$ cat src/inc/load_merge_pkg.sv
// constants and carrier types of the unaligned word load merge block
package load_merge_pkg;
   // ****************************************
   // opcodes and access types
   // ****************************************
   localparam logic [5:0] OPC_LEFT  = 6'h22;
   localparam logic [5:0] OPC_RIGHT = 6'h26;
   localparam logic [5:0] OPC_UWORD = 6'h2F;
   localparam logic [2:0] TYPE_WORD = 3'h3;
   localparam logic [2:0] TYPE_MAX  = 3'h3;
   // ****************************************
   // register map
   // ****************************************
   localparam logic [3:0] ADDR_CTRL   = 4'h0;
   localparam logic [3:0] ADDR_STATUS = 4'h4;
   localparam logic [3:0] ADDR_CLEAR  = 4'h8;
   localparam logic [3:0] ADDR_ENABLE = 4'hC;
   localparam logic [4:0] CTRL_RESET  = 5'h00;
   localparam logic [4:0] EV_RESET    = 5'h00;
   // status bit positions
   localparam int EV_ADDR    = 0;
   localparam int EV_RESV    = 1;
   localparam int EV_REFILL  = 2;
   localparam int EV_INVALID = 3;
   localparam int EV_BUS     = 4;
   localparam int EV_W       = 5;

   typedef enum logic [2:0] {
      EXC_NONE    = 3'b000,
      EXC_ADDR    = 3'b001,
      EXC_RESV    = 3'b010,
      EXC_REFILL  = 3'b011,
      EXC_INVALID = 3'b100,
      EXC_BUS     = 3'b101
   } exc_t;

   typedef enum logic [1:0] {
      OP_LEFT  = 2'b00,
      OP_RIGHT = 2'b01,
      OP_UWORD = 2'b10
   } op_t;

   typedef enum logic [0:0] {
      ST_IDLE = 1'b0,
      ST_WAIT = 1'b1
   } state_t;

   // mode bits, ctrl register layout from bit 4 downward
   typedef struct packed {
      logic user_byte_order_swap;
      logic cpu_byte_order_big;
      logic memory_byte_order_big;
      logic kernel_mode;
      logic mode64;
   } mode_t;

   typedef struct packed {
      logic [63:0] virtual_address;
      logic [2:0]  access_type;
      logic [2:0]  offset;
   } mem_req_t;

   typedef struct packed {
      logic [63:0] data;
      logic        tlb_refill;
      logic        tlb_invalid;
      logic        bus_error;
   } mem_rsp_t;
endpackage

$ cat src/rtl/unaligned_word_load_merge.sv
// load alignment, merge and exception logic for partial and unsigned loads
//
// Chosen here: the placing of the registers and the address-and-strobe port.
`timescale 1ns/1ps
module unaligned_word_load_merge (
   input  wire logic                    clk,
   input  wire logic                    reset_n,
   input  wire logic                    issue_valid,
   input  wire logic [31:0]             issue_instr,
   input  wire logic [63:0]             issue_base_value,
   input  wire logic [63:0]             issue_target_value,
   output      logic                    busy,
   output      logic                    mem_req_valid,
   output      load_merge_pkg::mem_req_t mem_req,
   input  wire logic                    mem_rsp_valid,
   input  wire load_merge_pkg::mem_rsp_t mem_rsp,
   output      logic                    wb_valid,
   output      logic [4:0]              wb_index,
   output      logic [63:0]             wb_data,
   output      logic                    exc_valid,
   output      load_merge_pkg::exc_t    exc_code,
   input  wire logic [3:0]              reg_addr,
   input  wire logic [31:0]             reg_wdata,
   input  wire logic                    reg_wr,
   input  wire logic                    reg_rd,
   output      logic [31:0]             reg_rdata,
   output      logic                    irq
);
   import load_merge_pkg::*;
   // ****************************************
   // decode and address forming
   // ****************************************
   state_t      state_reg;
   mode_t       ctrl_reg;
   mode_t       mode_reg;
   op_t         op_reg;
   logic [63:0] va_reg;
   logic [63:0] target_reg;
   logic [1:0]  byte_reg;
   logic        word_reg;
   logic [EV_W-1:0] status_reg;
   logic [EV_W-1:0] enable_reg;
   logic [EV_W-1:0] ev_set;
   logic [5:0]  opcode;
   logic [4:0]  base_f;
   logic [4:0]  target_register;
   logic [63:0] sum;
   logic [63:0] virtual_address;
   logic        is_left;
   logic        is_right;
   logic        is_uword;
   logic        known;
   logic        take;
   logic        resv;
   logic        misalign;
   logic [63:0] target_fwd;
   logic [1:0]  byte_idx;
   logic [2:0]  phys_low;
   assign opcode          = issue_instr[31:26];
   assign base_f          = issue_instr[25:21];
   assign target_register = issue_instr[20:16];
   assign is_left  = opcode == OPC_LEFT;
   assign is_right = opcode == OPC_RIGHT;
   assign is_uword = opcode == OPC_UWORD;
   assign known    = is_left | is_right | is_uword;
   assign take     = (state_reg == ST_IDLE) & issue_valid & known;
   // sign-extended offset plus base; 32-bit mode wraps to a word
   assign sum = issue_base_value
              + {{48{issue_instr[15]}}, issue_instr[15:0]};
   assign virtual_address = ctrl_reg.mode64 ? sum
                          : {{32{sum[31]}}, sum[31:0]};
   // only the zero-extended load checks mode and alignment
   assign resv     = is_uword & ~ctrl_reg.mode64
                   & ~ctrl_reg.kernel_mode;
   assign misalign = is_uword
                   & (virtual_address[1:0] != 2'b00);
   // bypass the load result written back in the same cycle
   assign target_fwd = (wb_valid & (wb_index == target_register))
                     ? wb_data : issue_target_value;
   assign byte_idx = virtual_address[1:0]
                   ^ {2{ctrl_reg.cpu_byte_order_big}};
   // no translation here, so the low physical bits are the virtual ones, inverted when user_byte_order_swap is set
   assign phys_low = virtual_address[2:0]
                   ^ {3{ctrl_reg.user_byte_order_swap}};
   // ****************************************
   // request sequencing
   // ****************************************
   // one load in flight; faults found at decode answer next cycle
   always_ff @(posedge clk or negedge reset_n) begin
      if (!reset_n) begin
         state_reg     <= ST_IDLE;
         mem_req_valid <= 1'b0;
         mem_req       <= '0;
         busy          <= 1'b0;
      end else begin
         mem_req_valid <= 1'b0;
         if (state_reg == ST_IDLE) begin
            if (take & ~resv & ~misalign) begin
               state_reg     <= ST_WAIT;
               busy          <= 1'b1;
               mem_req_valid <= 1'b1;
               mem_req.virtual_address <= virtual_address;
               if (is_right) begin
                  mem_req.access_type <= TYPE_MAX
                                       - {1'b0, byte_idx};
                  mem_req.offset <= ctrl_reg.memory_byte_order_big
                                  ? 3'h0 : phys_low;
               end else if (is_left) begin
                  mem_req.access_type <= {1'b0, byte_idx};
                  mem_req.offset <= ctrl_reg.memory_byte_order_big
                                  ? phys_low
                                  : {phys_low[2], 2'b00};
               end else begin
                  mem_req.access_type <= TYPE_WORD;
                  mem_req.offset      <= phys_low;
               end
            end
         end else if (mem_rsp_valid) begin
            state_reg <= ST_IDLE;
            busy      <= 1'b0;
         end
      end
   end
   // operand capture at acceptance
   always_ff @(posedge clk or negedge reset_n) begin
      if (!reset_n) begin
         op_reg   <= OP_LEFT;
         va_reg   <= '0;
         target_reg <= '0;
         byte_reg <= 2'b00;
         word_reg <= 1'b0;
         mode_reg <= CTRL_RESET;
         wb_index <= 5'h00;
      end else if (take) begin
         op_reg   <= is_right ? OP_RIGHT : is_left ? OP_LEFT : OP_UWORD;
         va_reg   <= virtual_address;
         target_reg <= target_fwd;
         byte_reg <= byte_idx;
         word_reg <= virtual_address[2] ^ ctrl_reg.cpu_byte_order_big;
         mode_reg <= ctrl_reg;
         wb_index <= target_register;
      end
   end
   // ****************************************
   // byte lane merge
   // ****************************************
   logic [31:0] mem_word;
   logic [31:0] rsh;
   logic [31:0] lsh;
   logic [31:0] right_w;
   logic [31:0] left_w;
   logic [63:0] merged;
   logic        fault;
   // only the aligned word holding the start byte is used
   assign mem_word = word_reg ? mem_rsp.data[63:32]
                              : mem_rsp.data[31:0];
   assign rsh = mem_word >> {byte_reg, 3'b000};
   assign lsh = mem_word << {~byte_reg, 3'b000};
   genvar g;
   generate
      for (g = 0; g < 4; g++) begin : g_lane
         logic [2:0] pos;
         assign pos = 3'(g) + {1'b0, byte_reg};
         // right part: lanes up to the word's top come from memory
         assign right_w[8*g+:8] = (pos <= 3'h3) ? rsh[8*g+:8]
                                : target_reg[8*g+:8];
         // left part: lanes from the top down come from memory
         assign left_w[8*g+:8]  = (pos >= 3'h3) ? lsh[8*g+:8]
                                : target_reg[8*g+:8];
      end
   endgenerate
   always_comb begin
      merged = '0;
      case (op_reg)
         OP_RIGHT: merged = mode_reg.mode64
                          ? {{32{right_w[31]}}, right_w}
                          : {target_reg[63:32], right_w};
         OP_LEFT:  merged = mode_reg.mode64
                          ? {{32{left_w[31]}}, left_w}
                          : {target_reg[63:32], left_w};
         OP_UWORD: merged = {32'h0000_0000, mem_word};
         default:  merged = '0;
      endcase
   end
   assign fault = mem_rsp.tlb_refill | mem_rsp.tlb_invalid
                | mem_rsp.bus_error;
   // ****************************************
   // write back and exceptions
   // ****************************************
   // faults win over the register write
   always_ff @(posedge clk or negedge reset_n) begin
      if (!reset_n) begin
         wb_valid  <= 1'b0;
         wb_data   <= '0;
         exc_valid <= 1'b0;
         exc_code  <= EXC_NONE;
      end else begin
         wb_valid  <= 1'b0;
         exc_valid <= 1'b0;
         exc_code  <= EXC_NONE;
         if (take & resv) begin
            exc_valid <= 1'b1;
            exc_code  <= EXC_RESV;
         end else if (take & misalign) begin
            exc_valid <= 1'b1;
            exc_code  <= EXC_ADDR;
         end else if ((state_reg == ST_WAIT) & mem_rsp_valid) begin
            if (fault) begin
               exc_valid <= 1'b1;
               exc_code  <= mem_rsp.tlb_refill  ? EXC_REFILL
                          : mem_rsp.tlb_invalid ? EXC_INVALID
                          : EXC_BUS;
            end else begin
               wb_valid <= 1'b1;
               wb_data  <= merged;
            end
         end
      end
   end
   // ****************************************
   // register slave and interrupt
   // ****************************************
   assign ev_set = {EV_W{1'b0}}
      | ((take & misalign & ~resv) ? EV_W'(1) << EV_ADDR : '0)
      | ((take & resv) ? EV_W'(1) << EV_RESV : '0)
      | (((state_reg == ST_WAIT) & mem_rsp_valid & mem_rsp.tlb_refill)
         ? EV_W'(1) << EV_REFILL : '0)
      | (((state_reg == ST_WAIT) & mem_rsp_valid & mem_rsp.tlb_invalid)
         ? EV_W'(1) << EV_INVALID : '0)
      | (((state_reg == ST_WAIT) & mem_rsp_valid & mem_rsp.bus_error)
         ? EV_W'(1) << EV_BUS : '0);
   // sticky status: a new event beats a clear in the same cycle
   always_ff @(posedge clk or negedge reset_n) begin
      if (!reset_n) begin
         status_reg <= EV_RESET;
      end else begin
         status_reg <= (status_reg
            & ~((reg_wr & (reg_addr == ADDR_CLEAR))
                ? reg_wdata[EV_W-1:0] : '0)) | ev_set;
      end
   end
   // ctrl and enable; mode changes apply to the next accepted load
   always_ff @(posedge clk or negedge reset_n) begin
      if (!reset_n) begin
         ctrl_reg   <= CTRL_RESET;
         enable_reg <= EV_RESET;
      end else if (reg_wr) begin
         if (reg_addr == ADDR_CTRL) begin
            ctrl_reg <= reg_wdata[4:0];
         end
         if (reg_addr == ADDR_ENABLE) begin
            enable_reg <= reg_wdata[EV_W-1:0];
         end
      end
   end
   // read data valid only in the cycle after the strobe
   always_ff @(posedge clk or negedge reset_n) begin
      if (!reset_n) begin
         reg_rdata <= '0;
         irq       <= 1'b0;
      end else begin
         reg_rdata <= '0;
         irq       <= |(status_reg & enable_reg);
         if (reg_rd) begin
            case (reg_addr)
               ADDR_CTRL:   reg_rdata <= {27'h0, ctrl_reg};
               ADDR_STATUS: reg_rdata <= {27'h0, status_reg};
               ADDR_ENABLE: reg_rdata <= {27'h0, enable_reg};
               default:     reg_rdata <= '0;
            endcase
         end
      end
   end
endmodule

$ cat config.mk
export PLATFORM = sky130hd
export DESIGN_NAME = unaligned_word_load_merge
export DESIGN_NICKNAME = d
export VERILOG_FILES = /design/src/inc/load_merge_pkg.sv /design/src/rtl/unaligned_word_load_merge.sv
export SDC_FILE = /design/constraint.sdc
export NUM_CORES = 1
export LEC_CHECK = 0
export BUFFER_PORTS_ARGS = -buffer_cell sky130_fd_sc_hd__buf_2
export CAP_MARGIN = 40
export CELL_PAD_IN_SITES_DETAIL_PLACEMENT = 0
export CELL_PAD_IN_SITES_GLOBAL_PLACEMENT = 1
export CORE_UTILIZATION = 39
export DETAILED_ROUTE_END_ITERATION = 12
export PLACE_DENSITY_LB_ADDON = 0.1
export SLEW_MARGIN = 20
export SYNTH_ARGS = -nofsm -noshare
export SYNTH_HDL_FRONTEND = slang
export SYNTH_SLANG_ARGS = --single-unit
$ cat constraint.sdc
create_clock -name clk -period 2.8 [get_ports clk]
set_input_delay 0.28 -clock clk [delete_from_list [all_inputs] [get_ports clk]]
set_output_delay 0.28 -clock clk [all_outputs]
set_load 0.005 [all_outputs]
==> results.ini <==
[die]
dieHeight_um = 203
initial_core_util_pct = 39.5
ios = 448
die_w_um = 203
core_um2 = 39700
num_rows = 73
dieArea_um2 = 41100

[logic_synthesis]
synth_warnings = 0
ys_seq_area_share_pct = 37.7
synth_cells = 1829
syn-cell-area_um2 = 15700
synth-edff-count = 0
synthDistinctLibCells = 78
synth_seq_cells = 237
synth-async-reset-ratio_pct = 100
synthFlopType = dfrtp_1
syn-mean-instance-area_um2 = 8.59

[finish]
seq_area_um2 = 5930
nNetsFinal = 2741
fin_cells = 2958
fin_util_pct = 53.4
drive_gt1_share_pct = 32.4
final_common_cell = buf_2
nFillCells = 3786
largest_register_ffs = 69
mostFrequentLayoutCells = buf_2, nand2_1, o21ai_0
multiInputGateArea_um2 = 9280
syn_to_final_growth_pct = 35.1

[sta]
finalCriticalPeriod_ns = 2.73
worst_slew_pin_slew_ns = 0.746
relSlewSlack_pct = 50.1
fin_setup_tns_ns = 0
post-route-period-util_pct = 97.6
fmax_mhz = 366
setup_viol = 0
finalHoldViolCount = 0
slew_viol_final = 0
clock_skew_ns = 0.0211
rsz0062_at_grt = yes

[critical_path]
critPathSlowestCell = ha_1
cp-start-kind = input pin
worstSetupPathType = in -> reg
cpLargestDelayFamily = compound AO/OA/AOI/OAI gates
path_common_cell = a221o_1
cp-end-kind = flop
arrival_ns = 3.17
required_ns = 3.24
crit_path_cell_trace = buf_6, buf_4, ha_1, a21o_1, a211oi_2, o21ai_0, a221o_1, a31oi_4, o211ai_4, a41oi_2, o21bai_1, xor2_1, a221o_1
cpPeakStageDelay_ns = 0.38
path_buf_inv = 2
crit_fanout = 16

[cts]
htreeDepth = 1
clock_tree.buffer_depth = 3
clock_sinks = 237
path_clk_slew_ns = 0.06
cts_tree = yes
cts-root-buf = clkbuf_16
numCtsBuffers = 30
clk_latency_ns = 0.57

[grt]
grt_overflow = 0
grt_start_max_net_pins = 143
grt_use_total_pct = 25.7
grt_pass1_vias = 15100
antenna_found_initial = 7
grt_pass1_wl_mm = 83.7

[power]
p_sw_mw = 4.97
power_density_nw_per_um2 = 656
swShare_pct = 35.7
internal-power_mw = 8.96
ir_drop_v = 0.000492
p_leak_nw = 10.3
clockPowerShare_pct = 28.7
pwr-share-seq_pct = 33.7
p_total_mw = 13.9
comb_power_share_pct = 37.5

[detailed_routing]
drt_iter0_drc = 959
detail-route-antenna-nets = 0
vias = 15400
via_per_inst = 5.21
firstDrtPassIters = 5
routed_wl_mm = 53.9
drc_errors = 0
wl_per_cell_um = 18.2

[place]
place_inst = 2866
place_hpwl_mm = 41.1
gp_congestion = 0.884
numPortBuffers = 387

[min_path]
hold_path.class = in -> reg

[status]
outcome = complete, no violations

[flow_run]
max_cap_viol_count = 0

[final timing paths]
| kind | from | endpoint | slack (ns) | depth (start not counted) |
|---|---|---|---|---|
| worst min-delay path | issue_target_value[62] | target_reg[62]$_DFFE_PN0P_ | 0.02 | 3 |
| worst min register to register | target_reg[42]$_DFFE_PN0P_ | target_reg[42]$_DFFE_PN0P_ | 0.47 | 2 |
| worst max register to register | word_reg$_DFFE_PN0P_ | wb_data[60]$_DFFE_PN0P_ | 0.32 | 8 |
| min in group asynchronous | reset_n | wb_data[13]$_DFFE_PN0P_ | 0.32 | 2 |
| max in group asynchronous | reset_n | wb_index[4]$_DFFE_PN0P_ | 1.57 | 3 |
| worst max-delay path | issue_instr[15] | mem_req[63]$_DFFE_PN0P_ | 0.07 | 13 |
[what timing repair did]
item	4_1_cts	5_1_grt
hold endpoints to repair	113	0
endpoints found under the setup margin	1	9
buffers inserted	0	1
resized for setup	1	7
pin swaps	0	1
gates cloned	0	0
hold buffers	33	0
[layout make-up]
class | instances | area share [%]
repair buffers | 671 | 20.1
clock inverters | 13 | 0.743
flip-flops and latches | 237 | 28.0
well taps | 525 | 3.09
clock buffers | 40 | 4.05
diodes | 4 | 0.0472
multi-input cells | 1450 | 43.7
inverters | 18 | 0.318
[layer usage]
metal | global-route usage [%] | up-vias | wire [um]
met5 | 0 | - | 23
met4 | 8.14 | 4 | 1630
met3 | 3.39 | 88 | 2490
met2 | 43.0 | 405 | 25600
met1 | 34.2 | 7277 | 24200
li1 | - | 7651 | -
[synth_stat cells (9+ instances only)]
master	instances	area share [%]
o21bai_1	20	0.96
inv_1	17	0.41
o21ai_0	309	9.8
clkbuf_1	101	2.4
buf_4	28	1.3
a21o_1	39	1.9
buf_2	9	0.29
o22a_1	15	0.84
ha_1	63	5.0
mux2_2	45	3.2
a21oi_1	129	4.1
nand2b_1	12	0.48
nor3_1	10	0.32
nor2b_1	13	0.52
buf_1	13	0.31
a221oi_1	9	0.50
a221o_1	16	1.0
nand3_1	15	0.48
nand4_1	19	0.76
mux2i_1	107	6.8
xnor2_1	38	2.1
nand2_1	317	7.6
nor2_1	86	2.1
a31oi_1	17	0.68
dfrtp_1	237	38
xor2_1	35	2.0
[metrics by stage]
| stage | setup WS, ns | instance area (um2) | hold WS, ns |
|---|---|---|---|
| 6_report | 0.0659 | 21200 | 0.0188 |
| 5_1_grt | -0.0483 | 21200 | 0.0180 |
| 4_1_cts | 0.0266 | 21200 | 0.00192 |
| 3_5_place_dp | -0.658 | 19800 | 0.342 |
| 3_3_place_gp | -0.576 | 19800 | 0.346 |
| 2_1_floorplan | -0.0836 | 15900 | -0.0156 |
[power by group through the flow]
stage                     Clock, mW  Sequential (mW)  Combinational, mW
final                          4.00             4.70               5.23
after global routing           4.22             4.79               5.81
after CTS                      4.10             4.70               5.22
after detailed placement          0             4.74               5.17
after global placement            0             4.73               5.11
after floorplan                   0             4.61               3.09
[cell families after synthesis]
group	synth area share, %
compound gates	24.2
buf+inv	4.78
other cells	0.0239
mux	10.3
fa+ha+maj	5.14
xor+xnor	4.17
simple gates	13.7
flops	37.7
[worst min-delay path, stage by stage]
cell,delay [ns]
buf_2,0.07
mux2i_1,0.05
o21ai_0,0.14
No activity file was read; power rests on OpenSTA's default activity.
